**src/include/crb_pkg.sv**
```systemverilog
// Constants for the configuration register attribute bank
//
// Behaviour
// - Byte, word and dword accesses honour byte enables
// - Address port takes full dword accesses only
// - Lowest byte address holds least significant byte
// - Hard reset loads defaults except sticky bits
// - Sticky bits keep value across hard reset
// - Hardware-owned bits ignore software writes
// - Write trigger bits pulse, hold no state
// - Read/write bits store and return writes
// - Clear-on-read bits clear after a read
// - Clear-on-read writable bits also accept writes
// - Writing one clears, writing zero does nothing
// - Writing one sets, only hardware clears
// - Lockable bits ignore writes while locked
// - Single-write bits accept first write only
// - Single-write locking is tracked per bit
// - Unsupported restricted values leave field unchanged
// - Mechanism one decode, extended space, bus zero
// - Also reachable by memory ranges, JTAG, SMBus
// - Accesses below the hub forwarded downstream
// - Reserved locations read zero, writes ignored
// - Only power-ok reset clears sticky bits
// - Set lock bit makes lockable bits read-only
package crb_pkg;
  // ----------------------------------------
  // Bank geometry
  // ----------------------------------------
  localparam int NREG = 4;                        // Implemented dwords
  localparam int IDX_W = 2;                       // Dword index width
  localparam logic [9:0] NREG_DW = 10'h004;       // Dword count
  localparam logic [9:0] BANK_DW_BASE = 10'h010;  // First dword, byte 0x40
  localparam logic [3:0] BE_ALL = 4'hF;           // Full dword enables
  // ----------------------------------------
  // Access sources
  // ----------------------------------------
  localparam logic [1:0] SRC_IO = 2'h0;    // Port cycles
  localparam logic [1:0] SRC_MMIO = 2'h1;  // Memory cycles
  localparam logic [1:0] SRC_JTAG = 2'h2;  // JTAG sideband
  localparam logic [1:0] SRC_SMB = 2'h3;   // SMBus sideband
  // ----------------------------------------
  // Decode constants
  // ----------------------------------------
  localparam logic [15:0] IO_ADDR_PORT = 16'h0CF8;  // Address port
  localparam logic [15:0] IO_DATA_PORT = 16'h0CFC;  // Data port
  localparam logic [31:0] CA_WMASK = 32'h8FFF_FFFC; // Writable address bits
  localparam int CA_EN_BIT = 31;                    // Decode enable
  localparam logic [4:0] DEV_NUM = 5'h00;           // Own device number
  localparam logic [3:0] MMCFG_BASE = 4'hE;         // Extended window
  localparam logic [19:0] MMREG_BASE = 20'hFED00;   // Direct window
  localparam logic [31:0] NO_DEV_DATA = 32'hFFFF_FFFF; // Absent device
  // ----------------------------------------
  // Lock and restricted field
  // ----------------------------------------
  localparam int LOCK_REG = 0;               // Holds the lock bit
  localparam int LOCK_BIT = 31;              // Lock bit position
  localparam int RRW_REG = 3;                // Holds restricted field
  localparam int RRW_LSB = 0;                // Field position
  localparam logic [1:0] RRW_BAD = 2'h3;     // Unsupported encoding
  // ----------------------------------------
  // Attribute masks, index 3 first
  // ----------------------------------------
  localparam logic [NREG-1:0][31:0] RW_M = {32'hFFFF_FF00, 32'hFFFF_FF00, 32'h0, 32'hFF00_0000};
  localparam logic [NREG-1:0][31:0] RWL_M = {32'h0, 32'h0, 32'h0, 32'h00FF_0000};
  localparam logic [NREG-1:0][31:0] RWO_M = {32'h0, 32'h0, 32'h0, 32'h0000_FF00};
  localparam logic [NREG-1:0][31:0] RO_M = {32'h0, 32'h0, 32'h0, 32'h0000_00F0};
  localparam logic [NREG-1:0][31:0] WO_M = {32'h0, 32'h0, 32'h0, 32'h0000_000F};
  localparam logic [NREG-1:0][31:0] RC_M = {32'h0, 32'h0, 32'h0000_00FF, 32'h0};
  localparam logic [NREG-1:0][31:0] RCW_M = {32'h0, 32'h0, 32'h0000_FF00, 32'h0};
  localparam logic [NREG-1:0][31:0] W1C_M = {32'h0, 32'h0000_00FF, 32'h00FF_0000, 32'h0};
  localparam logic [NREG-1:0][31:0] W1S_M = {32'h0, 32'h0, 32'hFF00_0000, 32'h0};
  localparam logic [NREG-1:0][31:0] RRW_M = {32'h0000_0003, 32'h0, 32'h0, 32'h0};
  localparam logic [NREG-1:0][31:0] STK_M = {32'h0, 32'h0000_FFFF, 32'h0, 32'h0};
  localparam logic [NREG-1:0][31:0] DFLT = {32'h0000_0001, 32'h00A5_0000, 32'h0, 32'h0};

  // Byte enables to a bit mask, lane k is byte address k
  function automatic logic [31:0] be_to_mask(input logic [3:0] be);
    be_to_mask = {{8{be[3]}}, {8{be[2]}}, {8{be[1]}}, {8{be[0]}}};
  endfunction
endpackage

```
**src/design/crb_dword.sv**
```systemverilog
// One dword of the bank with per-bit access attributes
`timescale 1ns/1ns
module crb_dword #(
  parameter logic [31:0] RW = 32'h0,   // Plain read/write
  parameter logic [31:0] LOCKABLE_BIT = 32'h0,  // Lockable
  parameter logic [31:0] SINGLE_WRITE_BIT = 32'h0,  // Single write
  parameter logic [31:0] RO = 32'h0,   // Hardware owned
  parameter logic [31:0] WO = 32'h0,   // Write trigger
  parameter logic [31:0] RC = 32'h0,   // Clear on read
  parameter logic [31:0] CLEAR_ON_READ_WRITABLE_BIT = 32'h0,  // Clear on read, writable
  parameter logic [31:0] W1C = 32'h0,  // Write one clear
  parameter logic [31:0] W1S = 32'h0,  // Write one set
  parameter logic [31:0] RESTRICTED_VALUE_BIT = 32'h0,  // Restricted value
  parameter logic [31:0] STK = 32'h0,  // Sticky
  parameter logic [31:0] DEF = 32'h0   // Default value
) (
  input wire logic clk_i,            // Core clock
  input wire logic arst_n_i,         // Hard reset, low
  input wire logic pwr_rst_n_i,      // Power-ok reset, low
  input wire logic wen_i,            // Write strobe
  input wire logic ren_i,            // Read strobe
  input wire logic [3:0] be_i,       // Byte enables
  input wire logic [31:0] wdata_i,   // Write data
  input wire logic rrw_ok_i,         // Restricted value legal
  input wire logic lock_i,           // Lock for lockable bits
  input wire logic [31:0] hw_val_i,  // Hardware-owned values
  input wire logic [31:0] hw_set_i,  // Hardware set events
  input wire logic [31:0] hw_clr_i,  // Hardware clears
  output logic [31:0] rdata_o,       // Read value
  output logic [31:0] q_o,           // Stored bits
  output logic [31:0] trig_o         // Trigger pulses
);
  // ----------------------------------------
  // Storage
  // ----------------------------------------
  localparam logic [31:0] STORE = RW | LOCKABLE_BIT | SINGLE_WRITE_BIT | RC | CLEAR_ON_READ_WRITABLE_BIT | W1C | W1S | RESTRICTED_VALUE_BIT;
  localparam logic [31:0] STAT = RC | CLEAR_ON_READ_WRITABLE_BIT | W1C;
  logic [31:0] val_reg;   // Ordinary bits
  logic [31:0] stk_reg;   // Sticky bits
  logic [31:0] once_reg;  // Single-write bits used up
  logic [31:0] trig_reg;  // Trigger pulse
  logic [31:0] next;
  wire rst_any_n = arst_n_i & pwr_rst_n_i;  // Power-ok implies hard
  wire [31:0] bm = crb_pkg::be_to_mask(be_i);
  wire [31:0] wr = {32{wen_i}} & bm;
  wire [31:0] rd = {32{ren_i}} & bm;
  wire [31:0] set = hw_set_i & STAT;
  wire [31:0] q = ((val_reg & ~STK) | (stk_reg & STK)) & STORE;
  wire [31:0] wr_l = wr & {32{~lock_i}};
  wire [31:0] wr_o = wr & ~once_reg;
  wire [31:0] wr_r = wr & {32{rrw_ok_i}};

  // Per-attribute next values, hardware set is ORed into each status term so it wins
  always_comb begin
    next = RW & ((wr & wdata_i) | (~wr & q));
    next |= LOCKABLE_BIT & ((wr_l & wdata_i) | (~wr_l & q));
    next |= SINGLE_WRITE_BIT & ((wr_o & wdata_i) | (~wr_o & q));
    next |= RESTRICTED_VALUE_BIT & ((wr_r & wdata_i) | (~wr_r & q));
    next |= RC & (set | (q & ~rd));
    next |= CLEAR_ON_READ_WRITABLE_BIT & (set | (wr & wdata_i) | (~wr & q & ~rd));
    next |= W1C & (set | (q & ~(wr & wdata_i)));
    next |= W1S & ((wr & wdata_i) | (q & ~hw_clr_i));
  end

  // Ordinary bits return to defaults on either reset
  always_ff @(posedge clk_i or negedge rst_any_n) begin
    if (!rst_any_n) begin
      val_reg <= DEF;
      once_reg <= 32'h0;
      trig_reg <= 32'h0;
    end else begin
      val_reg <= next & ~STK;
      once_reg <= once_reg | (wr & SINGLE_WRITE_BIT);
      trig_reg <= wr & wdata_i & WO;
    end
  end

  // Sticky bits see only the power-ok reset
  always_ff @(posedge clk_i or negedge pwr_rst_n_i) begin
    if (!pwr_rst_n_i) begin
      stk_reg <= DEF & STK;
    end else begin
      stk_reg <= next & STK;
    end
  end

  // Trigger bits read as zero, hardware bits pass through
  assign rdata_o = q | (hw_val_i & RO);
  assign q_o = q;
  assign trig_o = trig_reg;
endmodule

```
**src/design/crb_top.sv**
```systemverilog
// Access decode and register bank for the configuration space
`timescale 1ns/1ns
module crb_top (
  input wire logic clk_i,                           // Core clock
  input wire logic arst_n_i,                        // Hard reset, low
  input wire logic pwr_ok_rst_n_i,                  // Power-ok reset, low
  input wire logic req_i,                           // Access request
  input wire logic we_i,                            // Write when high
  input wire logic [1:0] src_i,                     // Access source
  input wire logic [31:0] addr_i,                   // Port, memory or config address
  input wire logic [3:0] be_i,                      // Byte enables
  input wire logic [31:0] wdata_i,                  // Write data
  output logic ack_o,                               // Access done
  output logic [31:0] rdata_o,                      // Read data
  output logic fwd_req_o,                           // Downstream request
  output logic fwd_we_o,                            // Downstream write
  output logic [25:0] fwd_addr_o,                   // Bus, dev, fn, dword
  output logic [3:0] fwd_be_o,                      // Downstream enables
  output logic [31:0] fwd_wdata_o,                  // Downstream data
  input wire logic fwd_ack_i,                       // Downstream done
  input wire logic [31:0] fwd_rdata_i,              // Downstream read data
  input wire logic [crb_pkg::NREG-1:0][31:0] hw_val_i, // Hardware-owned values
  input wire logic [crb_pkg::NREG-1:0][31:0] hw_set_i, // Hardware set events
  input wire logic [crb_pkg::NREG-1:0][31:0] hw_clr_i, // Hardware clears
  input wire logic hw_lock_i,                       // Hardware lock
  output logic [crb_pkg::NREG-1:0][31:0] cfg_o,     // Stored bits
  output logic [crb_pkg::NREG-1:0][31:0] trig_o     // Trigger pulses
);
  // ----------------------------------------
  // Access sequencer states
  // ----------------------------------------
  typedef enum logic [2:0] {
    ST_IDLE = 3'b001,  // Ready for a request
    ST_FWD = 3'b010,   // Waiting on downstream
    ST_RESP = 3'b100   // Answer on the ports
  } crb_state_e;

  crb_state_e state_reg;       // Current state
  crb_state_e state_next;      // Next state
  logic [31:0] cfg_addr_reg;   // Address port contents
  logic [31:0] rdata_reg;      // Answer data
  logic fwd_we_reg;            // Held downstream write flag
  logic [25:0] fwd_addr_reg;   // Held downstream address
  logic [3:0] fwd_be_reg;      // Held downstream enables
  logic [31:0] fwd_wdata_reg;  // Held downstream data

  // Power-ok reset acts as a hard reset too
  wire rst_any_n = arst_n_i & pwr_ok_rst_n_i;

  // ----------------------------------------
  // Restricted field legality
  // ----------------------------------------
  // Field is judged on its own two bits of the written data
  function automatic logic rrw_legal(input logic [31:0] d);
    rrw_legal = (d[crb_pkg::RRW_LSB +: 2] != crb_pkg::RRW_BAD);
  endfunction

  // ----------------------------------------
  // Source and window decode
  // ----------------------------------------
  wire take = req_i && (state_reg == ST_IDLE);
  wire is_io = (src_i == crb_pkg::SRC_IO);
  wire is_mm = (src_i == crb_pkg::SRC_MMIO);
  // Sideband paths carry the address-port format directly
  wire is_sb = (src_i == crb_pkg::SRC_JTAG) || (src_i == crb_pkg::SRC_SMB);
  wire [15:0] io_port = {addr_i[15:2], 2'h0};
  wire io_addr_hit = is_io && (io_port == crb_pkg::IO_ADDR_PORT);
  // Narrow cycles to the address port fall through untouched
  wire io_addr_full = io_addr_hit && (be_i == crb_pkg::BE_ALL);
  wire io_data_hit = is_io && (io_port == crb_pkg::IO_DATA_PORT)
    && cfg_addr_reg[crb_pkg::CA_EN_BIT];
  wire mm_cfg_hit = is_mm && (addr_i[31:28] == crb_pkg::MMCFG_BASE);
  wire mm_reg_hit = is_mm && (addr_i[31:12] == crb_pkg::MMREG_BASE);
  wire mm_hit = mm_cfg_hit || mm_reg_hit;
  wire [31:0] ca_word = is_io ? cfg_addr_reg : addr_i;

  // ----------------------------------------
  // Target fields
  // ----------------------------------------
  // Direct window always lands on this device, bus zero
  wire [7:0] ca_bus = ca_word[23:16];
  wire [4:0] ca_dev = ca_word[15:11];
  wire [2:0] ca_fn = ca_word[10:8];
  // Upper dword bits come from the extended field
  wire [9:0] ca_dw = {ca_word[27:24], ca_word[7:2]};
  wire [7:0] tgt_bus = mm_reg_hit ? 8'h00 : (mm_cfg_hit ? addr_i[27:20] : ca_bus);
  wire [4:0] tgt_dev = mm_reg_hit ? crb_pkg::DEV_NUM : (mm_cfg_hit ? addr_i[19:15] : ca_dev);
  wire [2:0] tgt_fn = mm_reg_hit ? 3'h0 : (mm_cfg_hit ? addr_i[14:12] : ca_fn);
  wire [9:0] tgt_dw = mm_hit ? addr_i[11:2] : ca_dw;
  wire tgt_hit = io_data_hit || mm_hit || is_sb;

  // ----------------------------------------
  // Target classes
  // ----------------------------------------
  wire tgt_local = tgt_hit && (tgt_bus == 8'h00) && (tgt_dev == crb_pkg::DEV_NUM)
    && (tgt_fn == 3'h0);
  wire tgt_absent = tgt_hit && (tgt_bus == 8'h00) && !tgt_local;
  wire tgt_down = tgt_hit && (tgt_bus != 8'h00);
  wire [9:0] bank_off = tgt_dw - crb_pkg::BANK_DW_BASE;
  // Anything else in the local space is reserved
  wire in_bank = (tgt_dw >= crb_pkg::BANK_DW_BASE) && (bank_off < crb_pkg::NREG_DW);
  wire [crb_pkg::IDX_W-1:0] bank_idx = bank_off[crb_pkg::IDX_W-1:0];
  wire bank_acc = take && tgt_local && in_bank;

  // ----------------------------------------
  // Register bank
  // ----------------------------------------
  logic [crb_pkg::NREG-1:0] wen;                // Per-dword write
  logic [crb_pkg::NREG-1:0] ren;                // Per-dword read
  logic [crb_pkg::NREG-1:0][31:0] bank_rd;     // Per-dword read value
  logic [crb_pkg::NREG-1:0][31:0] bank_q;      // Per-dword stored bits
  // Lock bit lives in the bank itself, hardware may force it
  wire lock_now = hw_lock_i || bank_q[crb_pkg::LOCK_REG][crb_pkg::LOCK_BIT];

  genvar g;
  generate
    for (g = 0; g < crb_pkg::NREG; g = g + 1) begin : g_dw
      // Strobes only on the taking edge, lanes from byte enables
      assign wen[g] = bank_acc && we_i && (bank_idx == crb_pkg::IDX_W'(g));
      assign ren[g] = bank_acc && !we_i && (bank_idx == crb_pkg::IDX_W'(g));
      crb_dword #(
        .RW(crb_pkg::RW_M[g]),
        .LOCKABLE_BIT(crb_pkg::RWL_M[g]),
        .SINGLE_WRITE_BIT(crb_pkg::RWO_M[g]),
        .RO(crb_pkg::RO_M[g]),
        .WO(crb_pkg::WO_M[g]),
        .RC(crb_pkg::RC_M[g]),
        .CLEAR_ON_READ_WRITABLE_BIT(crb_pkg::RCW_M[g]),
        .W1C(crb_pkg::W1C_M[g]),
        .W1S(crb_pkg::W1S_M[g]),
        .RESTRICTED_VALUE_BIT(crb_pkg::RRW_M[g]),
        .STK(crb_pkg::STK_M[g]),
        .DEF(crb_pkg::DFLT[g])
      ) u_dw (
        .clk_i(clk_i),
        .arst_n_i(arst_n_i),
        .pwr_rst_n_i(pwr_ok_rst_n_i),
        .wen_i(wen[g]),
        .ren_i(ren[g]),
        .be_i(be_i),
        .wdata_i(wdata_i),
        .rrw_ok_i(rrw_legal(wdata_i)),
        .lock_i(lock_now),
        .hw_val_i(hw_val_i[g]),
        .hw_set_i(hw_set_i[g]),
        .hw_clr_i(hw_clr_i[g]),
        .rdata_o(bank_rd[g]),
        .q_o(bank_q[g]),
        .trig_o(trig_o[g])
      );
    end
  endgenerate

  // ----------------------------------------
  // Answer data selection
  // ----------------------------------------
  // Reserved and unclaimed reads give zero, absent devices all ones
  wire [31:0] rd_local = in_bank ? bank_rd[bank_idx] : 32'h0;
  wire [31:0] rd_sel = io_addr_full ? cfg_addr_reg
    : (tgt_local ? rd_local : (tgt_absent ? crb_pkg::NO_DEV_DATA : 32'h0));
  wire [31:0] rd_next = we_i ? 32'h0 : rd_sel;
  wire [31:0] fwd_rd = fwd_we_reg ? 32'h0 : fwd_rdata_i;

  // ----------------------------------------
  // Sequencer
  // ----------------------------------------
  // One request at a time; downstream stalls the sequencer
  always_comb begin
    state_next = state_reg;
    unique case (state_reg)
      ST_IDLE: begin
        if (take && tgt_down) begin
          state_next = ST_FWD;
        end else if (take) begin
          state_next = ST_RESP;
        end
      end
      ST_FWD: begin
        if (fwd_ack_i) begin
          state_next = ST_RESP;
        end
      end
      ST_RESP: begin
        state_next = ST_IDLE;
      end
    endcase
  end

  // State register
  always_ff @(posedge clk_i or negedge rst_any_n) begin
    if (!rst_any_n) begin
      state_reg <= ST_IDLE;
    end else begin
      state_reg <= state_next;
    end
  end

  // Address port, full dword writes only, reserved bits kept zero
  always_ff @(posedge clk_i or negedge rst_any_n) begin
    if (!rst_any_n) begin
      cfg_addr_reg <= 32'h0;
    end else if (take && io_addr_full && we_i) begin
      cfg_addr_reg <= wdata_i & crb_pkg::CA_WMASK;
    end
  end

  // Answer data, from the bank or from downstream
  always_ff @(posedge clk_i or negedge rst_any_n) begin
    if (!rst_any_n) begin
      rdata_reg <= 32'h0;
    end else if (take && !tgt_down) begin
      rdata_reg <= rd_next;
    end else if (state_reg == ST_FWD && fwd_ack_i) begin
      rdata_reg <= fwd_rd;
    end
  end

  // Downstream request fields held while waiting
  always_ff @(posedge clk_i or negedge rst_any_n) begin
    if (!rst_any_n) begin
      fwd_we_reg <= 1'b0;
      fwd_addr_reg <= 26'h0;
      fwd_be_reg <= 4'h0;
      fwd_wdata_reg <= 32'h0;
    end else if (take && tgt_down) begin
      fwd_we_reg <= we_i;
      fwd_addr_reg <= {tgt_bus, tgt_dev, tgt_fn, tgt_dw};
      fwd_be_reg <= be_i;
      fwd_wdata_reg <= wdata_i;
    end
  end

  // ----------------------------------------
  // Outputs
  // ----------------------------------------
  assign ack_o = (state_reg == ST_RESP);
  assign rdata_o = rdata_reg;
  assign fwd_req_o = (state_reg == ST_FWD);
  assign fwd_we_o = fwd_we_reg;
  assign fwd_addr_o = fwd_addr_reg;
  assign fwd_be_o = fwd_be_reg;
  assign fwd_wdata_o = fwd_wdata_reg;
  assign cfg_o = bank_q;

  // Helper values for the checks
  wire [31:0] acc_bits = crb_pkg::be_to_mask(be_i);
  wire [31:0] wr_bits = wdata_i & acc_bits;
  logic [31:0] once_seen_reg;  // Single-write bits already written

  // Tracks which single-write bits were used
  always_ff @(posedge clk_i or negedge rst_any_n) begin
    if (!rst_any_n) begin
      once_seen_reg <= 32'h0;
    end else if (wen[0]) begin
      once_seen_reg <= once_seen_reg | (acc_bits & crb_pkg::RWO_M[0]);
    end
  end
endmodule

```
**config.mk**
```make
export PLATFORM = sky130hd
export DESIGN_NAME = crb_top
export DESIGN_NICKNAME = d
export VERILOG_FILES = /design/src/include/crb_pkg.sv /design/src/design/crb_dword.sv /design/src/design/crb_top.sv
export SDC_FILE = /design/constraint.sdc
export NUM_CORES = 1
export LEC_CHECK = 0
export BUFFER_PORTS_ARGS = -buffer_cell sky130_fd_sc_hd__clkbuf_2
export CAP_MARGIN = 20
export CORE_AREA = 3 3 328 330
export CTS_CLUSTER_SIZE = 30
export DETAILED_ROUTE_END_ITERATION = 7
export DIE_AREA = 0 0 331 333
export SYNTH_ARGS = -nofsm -noshare
export SYNTH_HDL_FRONTEND = slang
export SYNTH_HIERARCHICAL = 1
export SYNTH_SLANG_ARGS = --single-unit
```
**constraint.sdc**
```tcl
create_clock -name clk_i -period 7.5 [get_ports clk_i]
set_input_delay 1.5 -clock clk_i [delete_from_list [all_inputs] [get_ports clk_i]]
set_output_delay 1.5 -clock clk_i [all_outputs]
set_load 0.02 [all_outputs]
```
==> run summary, run 1 <==
CTS Sinks -> 251
CP Data Arrival Time -> 6.00 ns
Leak -> 8.36 nW
Min-delay worst type -> flop to flop
Starting Density -> 13.6%
Period utilisation layout -> 74.2%
CP max stage cell -> or3_1
Min Tclk post-route -> 5.57 ns
CTS tree -> built
Post-DP HPWL -> 58.0 mm
Ratio of cells with drive above 1 in the final layout -> 39.5%
Pwr dens -> 265 mW/mm^2
Clock tree buffer depth -> 3
DR top layer -> met5
Die area -> 0.110 sq mm
Worst skew pair latency -> 0.57 ns
Crit-path cells -> clkbuf_2 -> nand4_2 -> or3_1 -> or4_4 -> a21oi_4 -> o21ai_2 -> buf_4 -> or4_4 -> nor3_2 -> buf_4 -> nand2_1 -> mux2_2
Hold WS -> 0.455 ns
Routed wl met3 -> 8.27 mm
Met2 Wirelength -> 30.4 mm
Initial detailed-routing violation count -> 594
Initial antenna violation count -> 34
# rows -> 119
Routed length per instance -> 23.6 um
# nets final -> 2134
Post-CTS setup repair buffer count -> 0
Die X-Extent -> 331 um
Syn. warnings -> 6
Setup crit end kind -> flop
Normalized max-slew margin -> 19.8%
Hold Fails Final Rpt -> 0
Via count -> 11400
Critical path type -> primary input to flop
Final setup viols -> 0
Total of max-cap violations -> 0
Setup repair after global routing missed its margin -> false
Fill cell count -> 11800
Synth Instances -> 1404
CTS HTree Levels -> 2
Avg Cell Area, Syn -> 10.2 sq um
Fmax -> 180 MHz
Root buf cell -> clkbuf_16
First-pass GRT wire length -> 95.4 mm
CTS Hold Bufs -> 0
Final ANT Viol Nets -> 0
Clock transition at path regs -> 0.06 ns
Final GP Congestion -> 0.793
Area Overhead vs Synth -> 23.1%
GRT Residual Overflow -> 0
Synthesized area -> 0.0143 sq mm
Clock buffer count from CTS -> 35
Die Y -> 333 um
VDD IR max -> 0.172 mV
CP Max Fanout -> 21
Vias in the first global route -> 11100
Commonest cells after routing, fill and taps aside -> clkbuf_2, dfrtp_1, nand2_1
Io pins -> 846
Run status -> finished, final reports clean
Core area -> 0.105 sq mm
Worst setup SP type -> primary input
Worst Path Required -> 7.94 ns
Total wire length -> 72.4 mm
DRC violations left -> 0
GRT Util Overall -> 12.8%
Max incr delay on CP -> 0.72 ns
Count of input and output buffers -> 365
Slew @ Worst Pin -> 1.20 ns
Worst Skew -> 0.0264 ns
Max-slew violations -> 0
Final setup TNS -> 0 ns
Largest net degree at the start of global routing -> 49
DRT met1 WL -> 31.6 mm
Cts repair resizes -> 0
Total power draw -> 0.00466 W
DR vias/cell -> 3.72
First-pass DRT Iterations -> 5
Commonest non-fill, non-tap cell in the layout -> clkbuf_2
==> through the flow <==
stage	area (sq um)	util (%)	worst slack, ns	std cells
2_1_floorplan	14800	-	2.03	1548
3_3_place_gp	16400	15.6	1.38	2993
6_report	17600	16.7	1.93	3066
5_1_grt	17600	16.7	1.75	3056
3_5_place_dp	16400	15.6	1.31	2993
4_1_cts	17500	16.7	1.94	3052
==> final cells by class <==
| cell class | count | area, sq um | share of cell area, % |
|---|---|---|---|
| multi-input combinational | 940 | 6190 | 35.2 |
| clock buffer | 43 | 988 | 5.62 |
| clock inverter | 16 | 163 | 0.925 |
| timing repair buffer | 402 | 2150 | 12.2 |
| antenna | 12 | 30.0 | 0.171 |
| sequential | 251 | 6290 | 35.7 |
| tap | 1391 | 1740 | 9.89 |
| inverter | 11 | 41.3 | 0.235 |
==> worst paths after layout <==
check                                                       to  slack, ns  depth (start not counted)                                start
min in group asynchronous    g_dw[2].u_dw/stk_reg[2]$_DFF_PN0_       0.99                          1                       pwr_ok_rst_n_i
max reg2reg                                               flop       3.53                         11         cfg_addr_reg[22]$_DFFE_PN0P_
min reg2reg                g_dw[0].u_dw/once_reg[12]$_DFF_PN0_       0.45                          1  g_dw[0].u_dw/once_reg[12]$_DFF_PN0_
min                        g_dw[0].u_dw/once_reg[12]$_DFF_PN0_       0.45                          1  g_dw[0].u_dw/once_reg[12]$_DFF_PN0_
max in group asynchronous            fwd_addr_o[9]$_DFFE_PN0P_       4.56                          3                       pwr_ok_rst_n_i
max                                                       flop       1.93                         12                             src_i[0]
==> report_power, final <==
| group | internal [W] | leakage [nW] | switching [W] |
|---|---|---|---|
| Clock | 0.00101 | 0.563 | 0.000692 |
| Combinational | 0.000396 | 4.55 | 0.000848 |
| Sequential | 0.00158 | 3.25 | 0.000135 |
==> critical path, delay by kind of cell <==
family | cells | cell delay [ns]
mux | 1 | 0.45
simple gates | 6 | 2.95
compound gates | 2 | 0.27
buf+inv | 3 | 0.80
==> layer usage <==
metal / vias up / GRT usage [%]
li1: 5020 / -
met1: 5590 / 16.6
met2: 638 / 18.8
met3: 126 / 5.89
met4: 36 / 3.89
met5: - / 0
Note: power is estimated with default switching activity, not from simulation.
==> inputs of run 2 (changes only) <==
--- a/config.mk
+++ b/config.mk
@@ -5,12 +5,13 @@
 export SDC_FILE = /design/constraint.sdc
 export NUM_CORES = 1
 export LEC_CHECK = 0
+export ABC_AREA = 1
 export BUFFER_PORTS_ARGS = -buffer_cell sky130_fd_sc_hd__clkbuf_2
 export CAP_MARGIN = 20
-export CORE_AREA = 3 3 328 330
+export CORE_AREA = 3 3 330 332
 export CTS_CLUSTER_SIZE = 30
 export DETAILED_ROUTE_END_ITERATION = 7
-export DIE_AREA = 0 0 331 333
+export DIE_AREA = 0 0 333 335
 export SYNTH_ARGS = -nofsm -noshare
 export SYNTH_HDL_FRONTEND = slang
 export SYNTH_HIERARCHICAL = 1
==> constraint.sdc (replaced) <==
create_clock -name clk_i -period 4.75 [get_ports clk_i]
set_input_delay 0.95 -clock clk_i [delete_from_list [all_inputs] [get_ports clk_i]]
set_output_delay 0.95 -clock clk_i [all_outputs]
set_load 0.02 [all_outputs]
==> run summary, run 2 <==
Worst Path Required -> 5.20 ns (was 7.94 ns)
GRT Residual Overflow -> 0 (unchanged)
Synthesized area -> 0.0149 sq mm (was 0.0143 sq mm)
First-pass GRT wire length -> 98.4 mm (was 95.4 mm)
Setup repair after global routing missed its margin -> false (unchanged)
Count of input and output buffers -> 365 (unchanged)
Core area -> 0.107 sq mm (was 0.105 sq mm)
# nets final -> 2659 (was 2134)
Fmax -> 275 MHz
Clock buffer count from CTS -> 35 (unchanged)
DRC violations left -> 0 (unchanged)
Final setup viols -> 0 (unchanged)
DR vias/cell -> 3.67 (was 3.72)
Largest net degree at the start of global routing -> 55 (was 49)
Initial antenna violation count -> 25 (was 34)
Period utilisation layout -> 76.7%
Normalized max-slew margin -> 41.6% (was 19.8%)
Starting Density -> 14.0% (was 13.6%)
Clock tree buffer depth -> 3 (unchanged)
Commonest non-fill, non-tap cell in the layout -> nand2_1 (was clkbuf_2)
Io pins -> 846 (unchanged)
Critical path type -> primary input to flop (unchanged)
Run status -> finished, final reports clean (unchanged)
Hold Fails Final Rpt -> 0 (unchanged)
Clock transition at path regs -> 0.06 ns (about the same)
Setup crit end kind -> flop (unchanged)
Root buf cell -> clkbuf_16 (unchanged)
Initial detailed-routing violation count -> 1033 (was 594)
Synth Instances -> 1948 (was 1404)
Routed length per instance -> 20.1 um (was 23.6 um)
Pre-CTS setup slack -> 0.549 ns (was 1.31 ns)
Syn. warnings -> 6 (unchanged)
Min Tclk post-route -> 3.64 ns
CTS HTree Levels -> 2 (unchanged)
Final GP Congestion -> 0.842 (was 0.793)
# rows -> 120 (was 119)
VDD IR max -> 0.190 mV (was 0.172 mV)
Post-DP HPWL -> 59.2 mm (was 58.0 mm)
Crit path launch -> src_i[1] (was src_i[0])
CTS tree -> built (unchanged)
Cts repair resizes -> 0 (unchanged)
Worst Skew -> 0.0214 ns (was 0.0264 ns)
Fin worst setup slack -> 1.11 ns (was 1.93 ns)
Avg Cell Area, Syn -> 7.67 sq um (was 10.2 sq um)
Worst setup SP type -> primary input (unchanged)
Die area -> 0.112 sq mm (was 0.110 sq mm)
Area Overhead vs Synth -> 20.8% (was 23.1%)
Commonest cells after routing, fill and taps aside -> nand2_1, clkbuf_2, dfrtp_1 (was clkbuf_2, dfrtp_1, nand2_1)
Die Y -> 335 um (was 333 um)
Min-delay worst type -> primary input to asynchronous set/reset pin (was flop to flop)
GRT Util Overall -> 12.6% (was 12.8%)
Worst skew pair latency -> 0.57 ns (about the same)
CP Max Fanout -> 24 (was 21)
Reg2Reg Launch Point -> state_reg[0]$_DFFE_PN1P_ (was cfg_addr_reg[22]$_DFFE_PN0P_)
Max-slew violations -> 0 (unchanged)
Pwr dens -> 437 mW/mm^2 (was 265 mW/mm^2)
Vias in the first global route -> 12400 (was 11100)
Final setup TNS -> 0 ns (unchanged)
Fill cell count -> 12200 (was 11800)
Total wire length -> 72.5 mm (was 72.4 mm)
CTS Hold Bufs -> 0 (unchanged)
Total of max-cap violations -> 0 (unchanged)
CP Data Arrival Time -> 4.09 ns (was 6.00 ns)
Via count -> 13200 (was 11400)
Slew @ Worst Pin -> 0.876 ns (was 1.20 ns)
Ratio of cells with drive above 1 in the final layout -> 23.8% (was 39.5%)
CTS Sinks -> 251 (unchanged)
Die X-Extent -> 333 um (was 331 um)
FF-to-FF setup slack -> 1.67 ns (was 3.53 ns)
First-pass DRT Iterations -> 5 (unchanged)
Post-CTS setup repair buffer count -> 0 (unchanged)
Worst R2R Path Depth -> 10 (was 11)
Final ANT Viol Nets -> 0 (unchanged)
Leak -> 9.50 nW (was 8.36 nW)
-- run 2: cell types whose count changed in the layout (fill, tap and decap cells not counted), sizes merged, moves of 33 or more --
| cell | before | now |
|---|---|---|
| nand2 | 185 | 540 |
| mux2 | 149 | 0 |
| and3 | 33 | 0 |
| nor2 | 43 | 178 |
| a22oi | 0 | 64 |
| nand3 | 26 | 155 |
| o21ai | 44 | 148 |
| inv | 14 | 157 |
| a31oi | 55 | 0 |
-- run 2: how the worst min path moves through the flow --
stage                                               end  slack (ns)  depth (start not counted)
floorplan           g_dw[0].u_dw/once_reg[10]$_DFF_PN0_        0.43                          2
global placement     g_dw[0].u_dw/once_reg[9]$_DFF_PN0_        0.45                          2
detailed placement  g_dw[0].u_dw/once_reg[15]$_DFF_PN0_        0.45                          2
CTS                   g_dw[2].u_dw/stk_reg[6]$_DFF_PN0_        0.36                          1
global route          g_dw[2].u_dw/stk_reg[5]$_DFF_PN0_        0.40                          1
finish                g_dw[2].u_dw/stk_reg[5]$_DFF_PN0_        0.40                          1
-- run 2: through the flow --
stage	instance area, sq um	util, %	hold slack (ns)	cells	power [W]
2_1_floorplan	15500	-	0.435	2092	0.00417
3_3_place_gp	16800	15.7	0.447	3530	0.00509
3_5_place_dp	16800	15.7	0.453	3531	0.00513
4_1_cts	18000	16.9	0.358	3595	0.00807
5_1_grt	18000	16.9	0.396	3598	0.00834
6_report	18100	16.9	0.400	3606	0.00788
-- run 2: routing by layer --
layer	routed length (um)	vias up	share of wire [%]	track usage, %
met4	2130	24	2.9	4.18
met5	158	-	0.22	0
li1	-	6248	-	-
met3	6930	102	9.6	4.32
met2	30500	622	42	18.6
met1	32800	6241	45	17.0
-- run 2: report_power, final --
part	switching, W	internal, W
Clock	0.00111	0.00174
Combinational	0.00162	0.000612
Sequential	0.000236	0.00255
Total	0.00297	0.00491
-- run 2: worst max-delay path: stages --
cell and delay, ns:
clkbuf_2 0.10, inv_2 0.11, nand3_2 0.13, nor2_1 0.23, nand3_2 0.33, nand2_1 0.23, nand2_1 0.07, nand2_1 0.13
nand2_1 0.11, nor2_4 0.11, and2_1 0.30, nand3_2 0.25, nor2_2 0.16, buf_4 0.34, nand2_1 0.29, nand2_1 0.14
nand2_1 0.07
-- run 2: final cells by class --
cell class                 count  area (sq um)  share of cell area (%)
clock buffer                  51          1040                    5.74
timing repair buffer         399          2160                    12.0
inverter                     156           592                    3.28
sequential                   251          6290                    34.8
antenna                       10          25.0                   0.139
tap                         1403          1760                    9.72
multi-input combinational   1323          6010                    33.3
clock inverter                13           193                    1.07
==> inputs of run 3 (changes only) <==
--- a/config.mk
+++ b/config.mk
@@ -8,10 +8,10 @@
 export ABC_AREA = 1
 export BUFFER_PORTS_ARGS = -buffer_cell sky130_fd_sc_hd__clkbuf_2
 export CAP_MARGIN = 20
-export CORE_AREA = 3 3 330 332
+export CORE_AREA = 3 3 326 328
 export CTS_CLUSTER_SIZE = 30
 export DETAILED_ROUTE_END_ITERATION = 7
-export DIE_AREA = 0 0 333 335
+export DIE_AREA = 0 0 329 331
 export SYNTH_ARGS = -nofsm -noshare
 export SYNTH_HDL_FRONTEND = slang
 export SYNTH_HIERARCHICAL = 1
==> constraint.sdc (replaced) <==
create_clock -name clk_i -period 3.4 [get_ports clk_i]
set_input_delay 0.68 -clock clk_i [delete_from_list [all_inputs] [get_ports clk_i]]
set_output_delay 0.68 -clock clk_i [all_outputs]
set_load 0.02 [all_outputs]
==> run summary, run 3 (synthesis gave the netlist of run 2 again) <==
Commonest cells after routing, fill and taps aside -> nand2_1, clkbuf_2, dfrtp_1 (unchanged)
Area Overhead vs Synth -> 25.1% (was 20.8%)
Core area -> 0.103 sq mm (was 0.107 sq mm)
Vias in the first global route -> 12600 (was 12400)
Setup repair after global routing missed its margin -> false (unchanged)
CTS tree -> built (unchanged)
CP Data Arrival Time -> 3.49 ns (was 4.09 ns)
Clock buffer count from CTS -> 35 (unchanged)
Normalized max-slew margin -> 40.5% (was 41.6%)
Period utilisation layout -> 89.1%
Slew @ Worst Pin -> 0.891 ns (was 0.876 ns)
Pwr dens -> 583 mW/mm^2 (was 437 mW/mm^2)
Max-slew violations -> 0 (unchanged)
CTS HTree Levels -> 2 (unchanged)
Starting Density -> 14.4% (was 14.0%)
Final ANT Viol Nets -> 0 (unchanged)
Largest net degree at the start of global routing -> 55 (unchanged)
Total power draw -> 0.0109 W (was 0.00788 W)
Run status -> finished, final reports clean (unchanged)
Min-delay worst type -> primary input to asynchronous set/reset pin (unchanged)
Min Tclk post-route -> 3.03 ns
Setup crit end kind -> flop (unchanged)
Pre-CTS setup slack -> -0.213 ns (was 0.549 ns)
Initial antenna violation count -> 21 (was 25)
CP Max Fanout -> 21 (was 24)
Clock tree buffer depth -> 3 (unchanged)
Io pins -> 846 (unchanged)
DRC violations left -> 0 (unchanged)
Via count -> 13400 (was 13200)
Final setup viols -> 0 (unchanged)
Count of input and output buffers -> 365 (unchanged)
Worst setup SP type -> primary input (unchanged)
Leak -> 9.88 nW (was 9.50 nW)
Worst Skew -> 0.0197 ns (was 0.0214 ns)
First-pass DRT Iterations -> 5 (unchanged)
DR vias/cell -> 3.66 (was 3.67)
Routed length per instance -> 19.8 um (was 20.1 um)
Post-DP HPWL -> 60.1 mm (was 59.2 mm)
Die area -> 0.109 sq mm (was 0.112 sq mm)
Clock transition at path regs -> 0.06 ns (about the same)
CTS Sinks -> 251 (unchanged)
GRT Residual Overflow -> 0 (unchanged)
GRT Util Overall -> 12.9% (was 12.6%)
Cts repair resizes -> 0 (unchanged)
Worst skew pair latency -> 0.58 ns (was 0.57 ns)
Hold Fails Final Rpt -> 0 (unchanged)
Worst Path Required -> 3.86 ns (was 5.20 ns)
# rows -> 118 (was 120)
Fmax -> 330 MHz
Root buf cell -> clkbuf_16 (unchanged)
Die Y -> 331 um (was 335 um)
Commonest non-fill, non-tap cell in the layout -> nand2_1 (unchanged)
Critical path type -> primary input to flop (unchanged)
Total wire length -> 72.4 mm (was 72.5 mm)
# nets final -> 2733 (was 2659)
Initial detailed-routing violation count -> 945 (was 1033)
Ratio of cells with drive above 1 in the final layout -> 26.2% (was 23.8%)
Final GP Congestion -> 0.853 (was 0.842)
Final setup TNS -> 0 ns (unchanged)
Die X-Extent -> 329 um (was 333 um)
First-pass GRT wire length -> 98.0 mm (was 98.4 mm)
Fill cell count -> 11800 (was 12200)
Fin worst setup slack -> 0.372 ns (was 1.11 ns)
VDD IR max -> 0.329 mV (was 0.190 mV)
Total of max-cap violations -> 0 (unchanged)
[run 3: cell count changes in the layout (fill, tap and decap cells not counted), sizes merged]
cell and change:
clkinvlp +2, buf +73, inv +2, diode -5
bufinv -2, dlygate4sd3 +1, clkbuf -5, clkinv +1
[run 3: repair_timing]
item                                    in CTS  in global routing
setup buffers                                0                  0
endpoints found under the setup margin       0                  0
hold buffers                                 1                  0
hold endpoints to repair                     1                  0
[run 3: final timing paths]
path                                                          start  slack [ns]                                  end  cells after the start
worst min-delay path                                       arst_n_i        0.11     g_dw[0].u_dw/trig_o[3]$_DFF_PN0_                      3
worst max register to register         cfg_addr_reg[20]$_DFFE_PN0P_        0.57                                 flop                     15
worst max-delay path                                       src_i[1]        0.37                                 flop                     17
max in group asynchronous                            pwr_ok_rst_n_i        1.69             state_reg[0]$_DFFE_PN1P_                      5
min in group clk_i                                     hw_clr_i[61]        0.28       g_dw[1].u_dw/q_o[29]$_DFF_PN0_                      2
worst min register to register  g_dw[0].u_dw/once_reg[13]$_DFF_PN0_        0.47  g_dw[0].u_dw/once_reg[13]$_DFF_PN0_                      2
[run 3: where the power goes]
| part | switching, W | internal, W | leakage (nW) |
|---|---|---|---|
| registers | 0.000365 | 0.00357 | 3.19 |
| logic | 0.00222 | 0.000931 | 6.13 |
| clock network | 0.00159 | 0.00221 | 0.559 |
[run 3: final cells by class]
class | instances | area (sq um) | area share (%)
antenna | 5 | 12.5 | 0.0670
clock buffer | 46 | 978 | 5.24
clock inverter | 16 | 181 | 0.971
inverter | 156 | 591 | 3.16
multi-input combinational | 1323 | 6010 | 32.1
sequential | 251 | 6290 | 33.7
tap | 1380 | 1730 | 9.24
timing repair buffer | 473 | 2900 | 15.5
[run 3: through the flow]
stage / area, sq um / hold WS (ns) / instances / util, %
6_report: 18700 / 0.113 / 3650 / 18.1
5_1_grt: 18700 / 0.0983 / 3645 / 18.0
4_1_cts: 18700 / 0.0441 / 3645 / 18.0
3_5_place_dp: 17500 / 0.454 / 3582 / 16.9
3_3_place_gp: 17500 / 0.447 / 3582 / 16.9
2_1_floorplan: 15500 / 0.384 / 2092 / -
[run 3: worst max-delay path, stage by stage]
cell	delay, ns
clkbuf_2	0.10
nor2_2	0.29
buf_4	0.32
nand2_1	0.14
o21ai_0	0.10
a21oi_1	0.10
o21ai_1	0.16
nand3_2	0.13
inv_2	0.10
nand2_4	0.07
nor2_8	0.12
nand3_2	0.20
nor2_2	0.26
buf_4	0.27
nand2_1	0.23
nand2_1	0.13
nand2_1	0.06
[run 3: routing by layer]
metal  vias up  routed length, um  track usage (%)
li1       6393                  -                -
met1      6315              32900             17.5
met2       546              30800             19.1
met3        90               6900             4.74
met4        30               1650             3.57
met5         -                191                0
